[src/shared/smb_defines.vh]
`ifndef SMB_DEFINES_VH
`define SMB_DEFINES_VH
// ============================================================
// Instruction codes
`define SMB_OP_WREN      8'h06
`define SMB_OP_WRDI      8'h04
`define SMB_OP_RDSR1     8'h05
`define SMB_OP_RDSR2     8'h35
`define SMB_OP_WRSR      8'h01
`define SMB_OP_PP        8'h02
`define SMB_OP_QPP       8'h32
`define SMB_OP_SE        8'h20
`define SMB_OP_BE32      8'h52
`define SMB_OP_BE64      8'hD8
`define SMB_OP_CE1       8'hC7
`define SMB_OP_CE2       8'h60
`define SMB_OP_PD        8'hB9
`define SMB_OP_RPD       8'hAB
`define SMB_OP_SUSP      8'h75
`define SMB_OP_RESUME    8'h7A
`define SMB_OP_DREAD     8'h3B
`define SMB_OP_DIOREAD   8'hBB
`define SMB_OP_QREAD     8'h6B
`define SMB_OP_QIOREAD   8'hEB
`define SMB_OP_WQREAD    8'hE7
`define SMB_OP_OQREAD    8'hE3
// ============================================================
// Status bit positions
`define SMB_SR_BUSY      0
`define SMB_SR_WPL       1
`define SMB_SR_SPAN_LO   2
`define SMB_SR_SPAN_HI   4
`define SMB_SR_LOWEND    5
`define SMB_SR_SMALL     6
`define SMB_SR_LOCK_LO   7
`define SMB_SR_LOCK_HI   8
`define SMB_SR_QUAD      9
`define SMB_SR_SECLK_LO  10
`define SMB_SR_SECLK_HI  13
`define SMB_SR_INVERT    14
`define SMB_SR_SUS       15
`define SMB_SR_RESET     16'h0000
// Writable status bits (busy, latch, suspend are read only)
`define SMB_SR_WMASK     16'h7FFC
// ============================================================
// Timing
`define SMB_CLK_NS       5
`define SMB_PUW_US       10
`define SMB_PUW_CYCLES   ((`SMB_PUW_US * 1000) / `SMB_CLK_NS)
`define SMB_BUSY_NS      1000
`define SMB_BUSY_CYCLES  (`SMB_BUSY_NS / `SMB_CLK_NS)
// ============================================================
// Sizes
`define SMB_FIFO_W       8
`define SMB_FIFO_D       4
`define SMB_BITS_W       4
`define SMB_BYTE_BITS    4'h8
`endif

[src/smb_sync.v]
`default_nettype none
// ============================================================
// Two-flop synchroniser for a group of pin inputs
module smb_sync #(
    parameter W = 1
) (
    input  wire         clock,
    input  wire         reset,
    input  wire [W-1:0] din,
    output reg  [W-1:0] dout
);
    reg [W-1:0] stage;

    // First stage feeds only the second
    always @(posedge clock or posedge reset) begin
        if (reset) begin
            stage <= {W{1'b0}};
            dout  <= {W{1'b0}};
        end else begin
            stage <= din;
            dout  <= stage;
        end
    end
endmodule
`default_nettype wire

[src/smb_front.v]
// Operation
// RULE1 - Pause floats outputs, ignores input and clock
// RULE2 - Pause active low, off when quad enabled
// RULE3 - Sample rising edge, shift out falling
// RULE4 - Only bus modes 0 and 3
// RULE5 - Host holds clock idle at select edges
// RULE6 - Dual reads use lanes 0 and 1
// RULE7 - Quad reads use four lanes
// RULE8 - Quad needs enable bit; pins become lanes
// RULE9 - Pause starts at pin fall or clock fall
// RULE10 - Pause ends at pin rise or clock fall
// RULE11 - Pause only while selected
// RULE12 - Pause keeps instruction state and buffer
// RULE13 - Host keeps select low during pause
// RULE14 - Write instructions rejected during power-up lockout
// RULE15 - Write permit latch clear after power-up
// RULE16 - Program, erase, status write need latch
// RULE17 - Latch clears when operation completes
// RULE18 - Power-down ignores all but release; code still serves reads and commits writes while latch set
// RULE19 - Protection spans one sector to whole array
// RULE20 - Status write gated by locks, latch, pin
// RULE21 - Two status reads report full state
// RULE22 - Busy ignores all but status read, suspend; code still serves other reads and commits writes while latch set
// RULE23 - Lock 0/1: low guard pin locks status
// RULE24 - Quad enable at bit 9, default 0
// RULE25 - Pause resumes at same bit position
// RULE26 - Early deselect aborts without side effects
`default_nettype none
`include "smb_defines.vh"
module smb_front #(
    parameter PUW_CYCLES  = `SMB_PUW_CYCLES,
    parameter BUSY_CYCLES = `SMB_BUSY_CYCLES
) (
    input  wire        clock,
    input  wire        reset,
    input  wire        sclk,
    input  wire        cs_n,
    input  wire [3:0]  io_in,
    output reg  [3:0]  io_out,
    output reg  [3:0]  io_oe,
    output wire [7:0]  wr_data,
    output wire        wr_valid,
    input  wire        wr_ready,
    input  wire [7:0]  rd_data,
    output reg  [7:0]  last_op,
    output reg  [15:0] status,
    output reg         paused,
    output reg         powered_down,
    output reg         mode3
);
    // ========================================================
    // Pin synchronisers
    wire [6:0] pins_s;
    smb_sync #(.W(7)) u_sync (
        .clock (clock),
        .reset (reset),
        .din   ({sclk, cs_n, io_in, 1'b0}),
        .dout  (pins_s)
    );
    wire       sclk_s = pins_s[6];
    wire       cs_n_s = pins_s[5];
    wire [3:0] io_s   = pins_s[4:1];
    reg        sclk_d;
    reg        cs_n_d;
    wire       rise   = sclk_s & ~sclk_d;
    wire       fall   = ~sclk_s & sclk_d;
    wire       sel    = ~cs_n_s;
    // RULE24 quad enable at bit 9
    wire       quad   = status[`SMB_SR_QUAD];
    wire       hold_n = io_s[3];
    wire       wp_n   = io_s[2];

    always @(posedge clock or posedge reset) begin
        if (reset) begin
            sclk_d <= 1'b0;
            cs_n_d <= 1'b1;
        end else begin
            sclk_d <= sclk_s;
            cs_n_d <= cs_n_s;
        end
    end

    // ========================================================
    // Lane-width decode, shared by receive and transmit
    function [2:0] lanes_of;
        input [7:0] op;
        begin
            case (op)
                `SMB_OP_DREAD, `SMB_OP_DIOREAD: lanes_of = 3'd2;
                `SMB_OP_QREAD, `SMB_OP_QIOREAD,
                `SMB_OP_WQREAD, `SMB_OP_OQREAD: lanes_of = 3'd4;
                default:                        lanes_of = 3'd1;
            endcase
        end
    endfunction

    // Write-class instruction decode
    function is_write;
        input [7:0] op;
        begin
            case (op)
                `SMB_OP_PP, `SMB_OP_QPP, `SMB_OP_SE, `SMB_OP_BE32,
                `SMB_OP_BE64, `SMB_OP_CE1, `SMB_OP_CE2,
                `SMB_OP_WRSR: is_write = 1'b1;
                default:      is_write = 1'b0;
            endcase
        end
    endfunction

    // ========================================================
    // Pause tracking
    // RULE9 RULE10 clock low: follow pin; else wait clock fall
    // RULE2 RULE11 active low, quad off, selected only
    always @(posedge clock or posedge reset) begin
        if (reset) begin
            paused <= 1'b0;
        end else if (!sel || quad) begin
            paused <= 1'b0;
        end else if (!sclk_s || fall) begin
            paused <= ~hold_n;
        end
    end

    // ========================================================
    // Power-up lockout counter
    reg [31:0] puw_count;
    wire       puw_done = (puw_count == PUW_CYCLES);
    // RULE14 lockout delay count
    always @(posedge clock or posedge reset) begin
        if (reset) begin
            puw_count <= 32'h00000000;
        end else if (!puw_done) begin
            puw_count <= puw_count + 32'h00000001;
        end
    end

    // ========================================================
    // Receive shifter
    localparam ST_OP   = 3'b001;
    localparam ST_ARG  = 3'b010;
    localparam ST_OUT  = 3'b100;
    reg [2:0]  state;
    reg [7:0]  shreg;
    reg [3:0]  bits;
    reg [7:0]  op;
    reg [7:0]  arg_bytes;
    reg [15:0] sr_new;
    wire [2:0] nl = (state == ST_OP) ? 3'd1 : lanes_of(op);
    wire       active = sel & ~paused;
    wire [3:0] next_bits = bits + {1'b0, nl};
    reg  [7:0] next_sh;

    // Shift in lanes per rising edge, MSB first
    always @* begin
        case (nl)
            3'd2:    next_sh = {shreg[5:0], io_s[1:0]};
            3'd4:    next_sh = {shreg[3:0], io_s[3:0]};
            default: next_sh = {shreg[6:0], io_s[0]};
        endcase
    end

    reg        wpl;
    reg [31:0] busy_count;
    wire       busy = (busy_count != 32'h00000000);
    reg        sus;
    reg        fill;
    wire       byte_done = active & rise & (next_bits >= `SMB_BYTE_BITS);
    // RULE20 RULE23 status write permission
    wire       sr_ok = wpl & ~status[`SMB_SR_LOCK_HI] &
                       (~status[`SMB_SR_LOCK_LO] | quad | wp_n);
    // RULE26 commit only at deselect after whole bytes
    wire       deselect = cs_n_s & ~cs_n_d;

    // RULE15 latch cleared by reset
    always @(posedge clock or posedge reset) begin
        if (reset) begin
            state        <= ST_OP;
            shreg        <= 8'h00;
            bits         <= 4'h0;
            op           <= 8'h00;
            arg_bytes    <= 8'h00;
            sr_new       <= `SMB_SR_RESET;
            fill         <= 1'b0;
            wpl          <= 1'b0;
            busy_count   <= 32'h00000000;
            sus          <= 1'b0;
            status       <= `SMB_SR_RESET;
            powered_down <= 1'b0;
            last_op      <= 8'h00;
            mode3        <= 1'b0;
        end else begin
            if (busy) begin
                busy_count <= busy_count - 32'h00000001;
                // RULE17 latch clears at completion
                if (busy_count == 32'h00000001) begin
                    wpl <= 1'b0;
                end
            end
            // RULE4 record idle clock level at select fall
            if (cs_n_d & ~cs_n_s) begin
                mode3 <= sclk_s;
            end
            if (!sel) begin
                // RULE13 deselect resets instruction state
                state     <= ST_OP;
                bits      <= 4'h0;
                arg_bytes <= 8'h00;
                fill      <= 1'b0;
                if (deselect && state != ST_OP && bits == 4'h0) begin
                    // RULE16 RULE20 accepted status write
                    if (op == `SMB_OP_WRSR && arg_bytes != 8'h00 &&
                        sr_ok) begin
                        status     <= (status & ~`SMB_SR_WMASK) |
                                      (sr_new & `SMB_SR_WMASK);
                        busy_count <= BUSY_CYCLES;
                    end else if (is_write(op) && op != `SMB_OP_WRSR &&
                                 wpl) begin
                        busy_count <= BUSY_CYCLES;
                    end
                end
            end else if (rise && active) begin
                // RULE3 RULE12 RULE25 sample; pause freezes position
                shreg <= next_sh;
                bits  <= byte_done ? 4'h0 : next_bits;
                if (byte_done) begin
                    if (state == ST_OP) begin
                        op      <= next_sh;
                        last_op <= next_sh;
                        state   <= ST_ARG;
                        // RULE18 RULE22 RULE14 RULE16 filters
                        if (powered_down) begin
                            if (next_sh == `SMB_OP_RPD) begin
                                powered_down <= 1'b0;
                            end
                        end else if (busy) begin
                            if (next_sh == `SMB_OP_SUSP) begin
                                sus <= 1'b1;
                            end
                        end else if (next_sh == `SMB_OP_WREN &&
                                     puw_done) begin
                            wpl <= 1'b1;
                        end else if (next_sh == `SMB_OP_WRDI) begin
                            wpl <= 1'b0;
                        end else if (next_sh == `SMB_OP_PD) begin
                            powered_down <= 1'b1;
                        end else if (next_sh == `SMB_OP_RESUME) begin
                            sus <= 1'b0;
                        end
                        // RULE8 quad reads dropped without enable
                        if (lanes_of(next_sh) == 3'd4 && !quad) begin
                            state <= ST_OP;
                        end
                    end else begin
                        arg_bytes <= arg_bytes + 8'h01;
                        if (arg_bytes == 8'h00) begin
                            sr_new[7:0] <= next_sh;
                        end else if (arg_bytes == 8'h01) begin
                            sr_new[15:8] <= next_sh;
                        end
                        fill <= (op == `SMB_OP_PP || op == `SMB_OP_QPP) &&
                                (arg_bytes >= 8'h03);
                    end
                end
            end
            // Live flags
            status[`SMB_SR_BUSY] <= busy;
            status[`SMB_SR_WPL]  <= wpl;
            status[`SMB_SR_SUS]  <= sus;
        end
    end

    // RULE12 page data into buffer, one pulse per byte; wr_ready is not used
    reg byte_done_q;
    assign wr_data  = shreg;
    assign wr_valid = fill & byte_done_q;
    always @(posedge clock or posedge reset) begin
        if (reset) begin
            byte_done_q <= 1'b0;
        end else begin
            byte_done_q <= byte_done & (state == ST_ARG) & ~wr_valid;
        end
    end

    // ========================================================
    // Transmit side
    reg  [7:0] tx;
    reg  [3:0] tx_bits;
    wire       rd_sr1 = (op == `SMB_OP_RDSR1);
    wire       rd_sr2 = (op == `SMB_OP_RDSR2);
    wire [2:0] tl     = lanes_of(op);
    // RULE21 status reads report full state
    wire [7:0] tx_src = rd_sr1 ? status[7:0] :
                        rd_sr2 ? status[15:8] : rd_data;
    wire       talk   = (state == ST_ARG) &&
                        (rd_sr1 || rd_sr2 ||
                         (tl != 3'd1 && arg_bytes >= 8'h04));

    // RULE3 shift out on falling edge
    always @(posedge clock or posedge reset) begin
        if (reset) begin
            tx      <= 8'h00;
            tx_bits <= 4'h0;
        end else if (!sel) begin
            tx_bits <= 4'h0;
        end else if (fall && active && talk) begin
            if (tx_bits == 4'h0) begin
                tx <= tx_src;
            end else begin
                tx <= tx << tl;
            end
            tx_bits <= (tx_bits + {1'b0, tl} >= `SMB_BYTE_BITS) ? 4'h0 :
                       tx_bits + {1'b0, tl};
        end
    end

    // RULE1 RULE6 RULE7 lane drive, floated in pause
    always @(posedge clock or posedge reset) begin
        if (reset) begin
            io_out <= 4'h0;
            io_oe  <= 4'h0;
        end else if (!active || !talk) begin
            io_oe  <= 4'h0;
        end else if (tl == 3'd4) begin
            io_out <= tx[7:4];
            io_oe  <= 4'hF;
        end else if (tl == 3'd2) begin
            io_out <= {2'b00, tx[7:6]};
            io_oe  <= 4'h3;
        end else begin
            io_out <= {2'b00, tx[7], 1'b0};
            io_oe  <= 4'h2;
        end
    end

    // RULE19 protection bits held in status, decoded by array logic
    wire unused_prot = &{status[`SMB_SR_SPAN_HI:`SMB_SR_SPAN_LO],
                        status[`SMB_SR_SECLK_HI:`SMB_SR_SECLK_LO],
                        wr_ready, 1'b0};
endmodule
`default_nettype wire

[config.mk]
export PLATFORM = sky130hd
export DESIGN_NAME = smb_front
export DESIGN_NICKNAME = d
export VERILOG_FILES = /design/src/smb_sync.v /design/src/smb_front.v
export VERILOG_INCLUDE_DIRS = /design/src /design/src/shared
export SDC_FILE = /design/constraint.sdc
export NUM_CORES = 1
export LEC_CHECK = 0
export BUFFER_PORTS_ARGS = -buffer_cell sky130_fd_sc_hd__buf_2
export CORE_AREA = 3 3 130 132
export DETAILED_ROUTE_END_ITERATION = 8
export DIE_AREA = 0 0 133 135
export PLACE_DENSITY = 0.68
export RECOVER_POWER = 25
export SYNTH_ARGS = -nofsm -noshare
export SYNTH_HDL_FRONTEND = slang
export SYNTH_HIERARCHICAL = 1
export SYNTH_SLANG_ARGS = --single-unit
export TNS_END_PERCENT = 30
[constraint.sdc]
create_clock -name clock -period 15.01 [get_ports clock]
set_clock_uncertainty 0.2 [all_clocks]
set_input_delay 3.7525 -clock clock [delete_from_list [all_inputs] [get_ports clock]]
set_output_delay 3.7525 -clock clock [all_outputs]
set_load 0.01 [all_outputs]
==> metrics.md <==
| Metric | Value |
|---|---|
| Fin. Hold Viols | 0 |
| Crit path time final | between 6000 and 7000 ps |
| Final hold slack | around 150 ps |
| Post-Syn Instances | 763 |
| LEAKAGE | about 4.4 nW |
| Initial Utilization | about half |
| CTS Buffer Depth | 2 |
| Slew headroom | -161% |
| Required @ worst endpoint | around 15000 ps |
| Crit path arrival time | slightly above 7000 ps |
| Fmax achieved | about 0.15 GHz |
| Port bufs | 59 |
| WL/cell | 16.9 um |
| Setup CP Type | in -> async |
| GR Overflow Total | 0 |
| Setup_tns | 0 ps |
| Cell Area, Synth | between 7000 and 8000 um2 |
| Layout cells sized above 1 | between 10% and 20% |
| Status | complete, but fails checks |
| Via count | approximately 6k |
| PwrDens | just over 100 nW/um2 |
| CTS tree | done |
| Die area | ~18000 um2 |
| DRT Pass-1 Iters | 5 |
| CP endpoint kind | async pin |
| Resized Gates After CTS | 0 |
| Hold crit path type | reg -> reg |
| CTS root buf | clkbuf_16 |
| Final WL | 17700 um |
| RSZ-0062 raised after global routing | false |
| # H-tree levels | 4 |
| Starting DRT DRC Count | 313 |
| Vias in the first global route | just under 6k |
| Clk Latency, worst-skew pair | roughly 420 ps |
| Die H | between 100 and 150 um |
| Placed cells | roughly 1k |
| Pin count of the biggest net entering global routing | 87 |
| # setup viols final | 0 |
| R2R Path Start | op[6]$_DFFE_PP0P_ |
| Synth warnings | 6 |
| Final Max Slew Viols | 87 |
| Post-CTS Setup Bufs | 0 |
| Fillers | 1364 |
| Initial antenna violation count | 0 |
| # hold bufs at CTS | 0 |
| Area grow syn2layout | 13.3% |
| Worst Setup SP | reset |
| Synthesized area per cell | 10.4 um2 |
| First-pass GRT wire length | a little under 30000 um |
| Worst slew pin tran | between 3000 and 4000 ps |
| Worst Path Max Fanout | 86 |
| Failing checks | max-capacitance violations, max-slew violations |
| Num CTS Buffers | 17 |
| Max-Cap Viols | 1 |
| Post-Layout Cell Count | between 1k and 1.5k |
| Placer Congestion | 0.879 |
| Worst VDD drop | just over 0.08 mV |
| DR DRC count | 0 |
| Clock Sinks | 163 |
| Final ANT Viol Nets | 0 |
| DP HPWL | about 13000 um |
| NumNets Final | approximately 860 |
| Syn nets | approximately 800 |
| Hold_sp | u_sync/stage[6]$_DFF_PP0_ |
| Row count | 46 |
| Core Region | approximately 16000 um2 |
| Die X | approximately 130 um |
| Clock-pin slew on the worst setup and hold paths | roughly 60 ps |
| I/O pins | slightly above 60 |
| Diode count | 0 |
| Total GRT Usage | about a fifth |
| Final Core Density | ~57% |
| Via density | between 5 and 6 |
| Critical path launch point type | input pin |
| Final period utilization | between 40% and 50% |
==> stage by stage <==
stage                     worst slack (ps)  cell area [um2]  power [W]
after floorplan                       7000             7960   0.000493
after global placement                9490             8460   0.000515
after detailed placement              9430             8460   0.000516
after CTS                             9580             9030   0.000931
after global routing                  7600             9020   0.000956
final                                 8210             9020   0.000922
==> worst paths after layout <==
kind | to | slack, ps | cells after the start
worst max register to register | sr_new[6]$_DFFE_PP0P_ | 9520 | 12
worst min-delay path | u_sync/dout[6]$_DFF_PP0_ | 150 | 0
worst min register to register | u_sync/dout[6]$_DFF_PP0_ | 150 | 0
min in group asynchronous | u_sync/stage[4]$_DFF_PP0_ | 3140 | 2
max in group clock | sr_new[6]$_DFFE_PP0P_ | 9520 | 12
worst max-delay path | sr_new[4]$_DFFE_PP0P_ | 8210 | 3
==> area by class of cell <==
cell class                      instances  area [um2]  share of cell area [%]
Inverter                               25        95.1                    1.05
Multi-Input combinational cell        550        3680                    40.8
Clock inverter                         13         126                    1.40
Tap cell                              216         270                    3.00
Clock buffer                           18         439                    4.87
Timing Repair Buffer                   64         325                    3.61
Sequential cell                       163        4080                    45.3
==> state kept, by name (all words and copies together), names as in the netlist, 2 cells and up <==
| signal | cells |
|---|---|
| io_oe | 3 |
| status | 16 |
| u_sync/stage | 6 |
| puw_count | 32 |
| tx_bits | 4 |
| tx | 8 |
| bits | 4 |
| sr_new | 13 |
| busy_count | 32 |
| u_sync/dout | 6 |
| arg_bytes | 8 |
| state | 2 |
| wr_data | 8 |
| op | 8 |
| io_out | 4 |
==> routing by layer <==
layer	GRT usage [%]	up-vias	wire (um)	share of wire (%)
met1	25.8	2927	7810	44
met3	4.73	22	662	3.7
met5	0	-	0	0
met4	6.35	0	295	1.7
li1	-	2804	-	-
met2	35.3	99	8960	51
==> power by group <==
part           internal (W)  switching, W
clock              0.000234      0.000180
combinational     0.0000160     0.0000342
sequential         0.000447    0.00000978
==> critical path: stages <==
cell	delay [ps]
clkbuf_1	90
clkinvlp_2	2180
buf_4	960
==> placed cells by master (no fill, tap or decap), types with 3 or more instances in the layout <==
cell	count
nand4_1	12
mux2i_1	16
nand4b_1	5
nor4b_1	5
o22ai_1	6
nor4_1	19
a22oi_1	3
mux2_2	35
ha_1	16
inv_1	23
a31oi_1	3
and4_1	6
o211ai_1	5
xor2_1	20
and2_1	4
buf_4	4
or4_1	4
dfrtp_1	161
a2bb2oi_1	7
a22o_1	3
and3_1	13
a21oi_1	23
or2_2	4
nor2b_1	12
buf_2	56
xnor2_1	48
o2bb2ai_1	3
nor3_1	18
or3_1	3
clkbuf_16	17
clkinvlp_4	3
nand3_1	20
clkinv_4	3
nand2b_1	3
nor2_1	83
clkbuf_1	4
nand2_1	78
o21ai_0	29
inv_6	3
(Power assumes the default switching activity.)
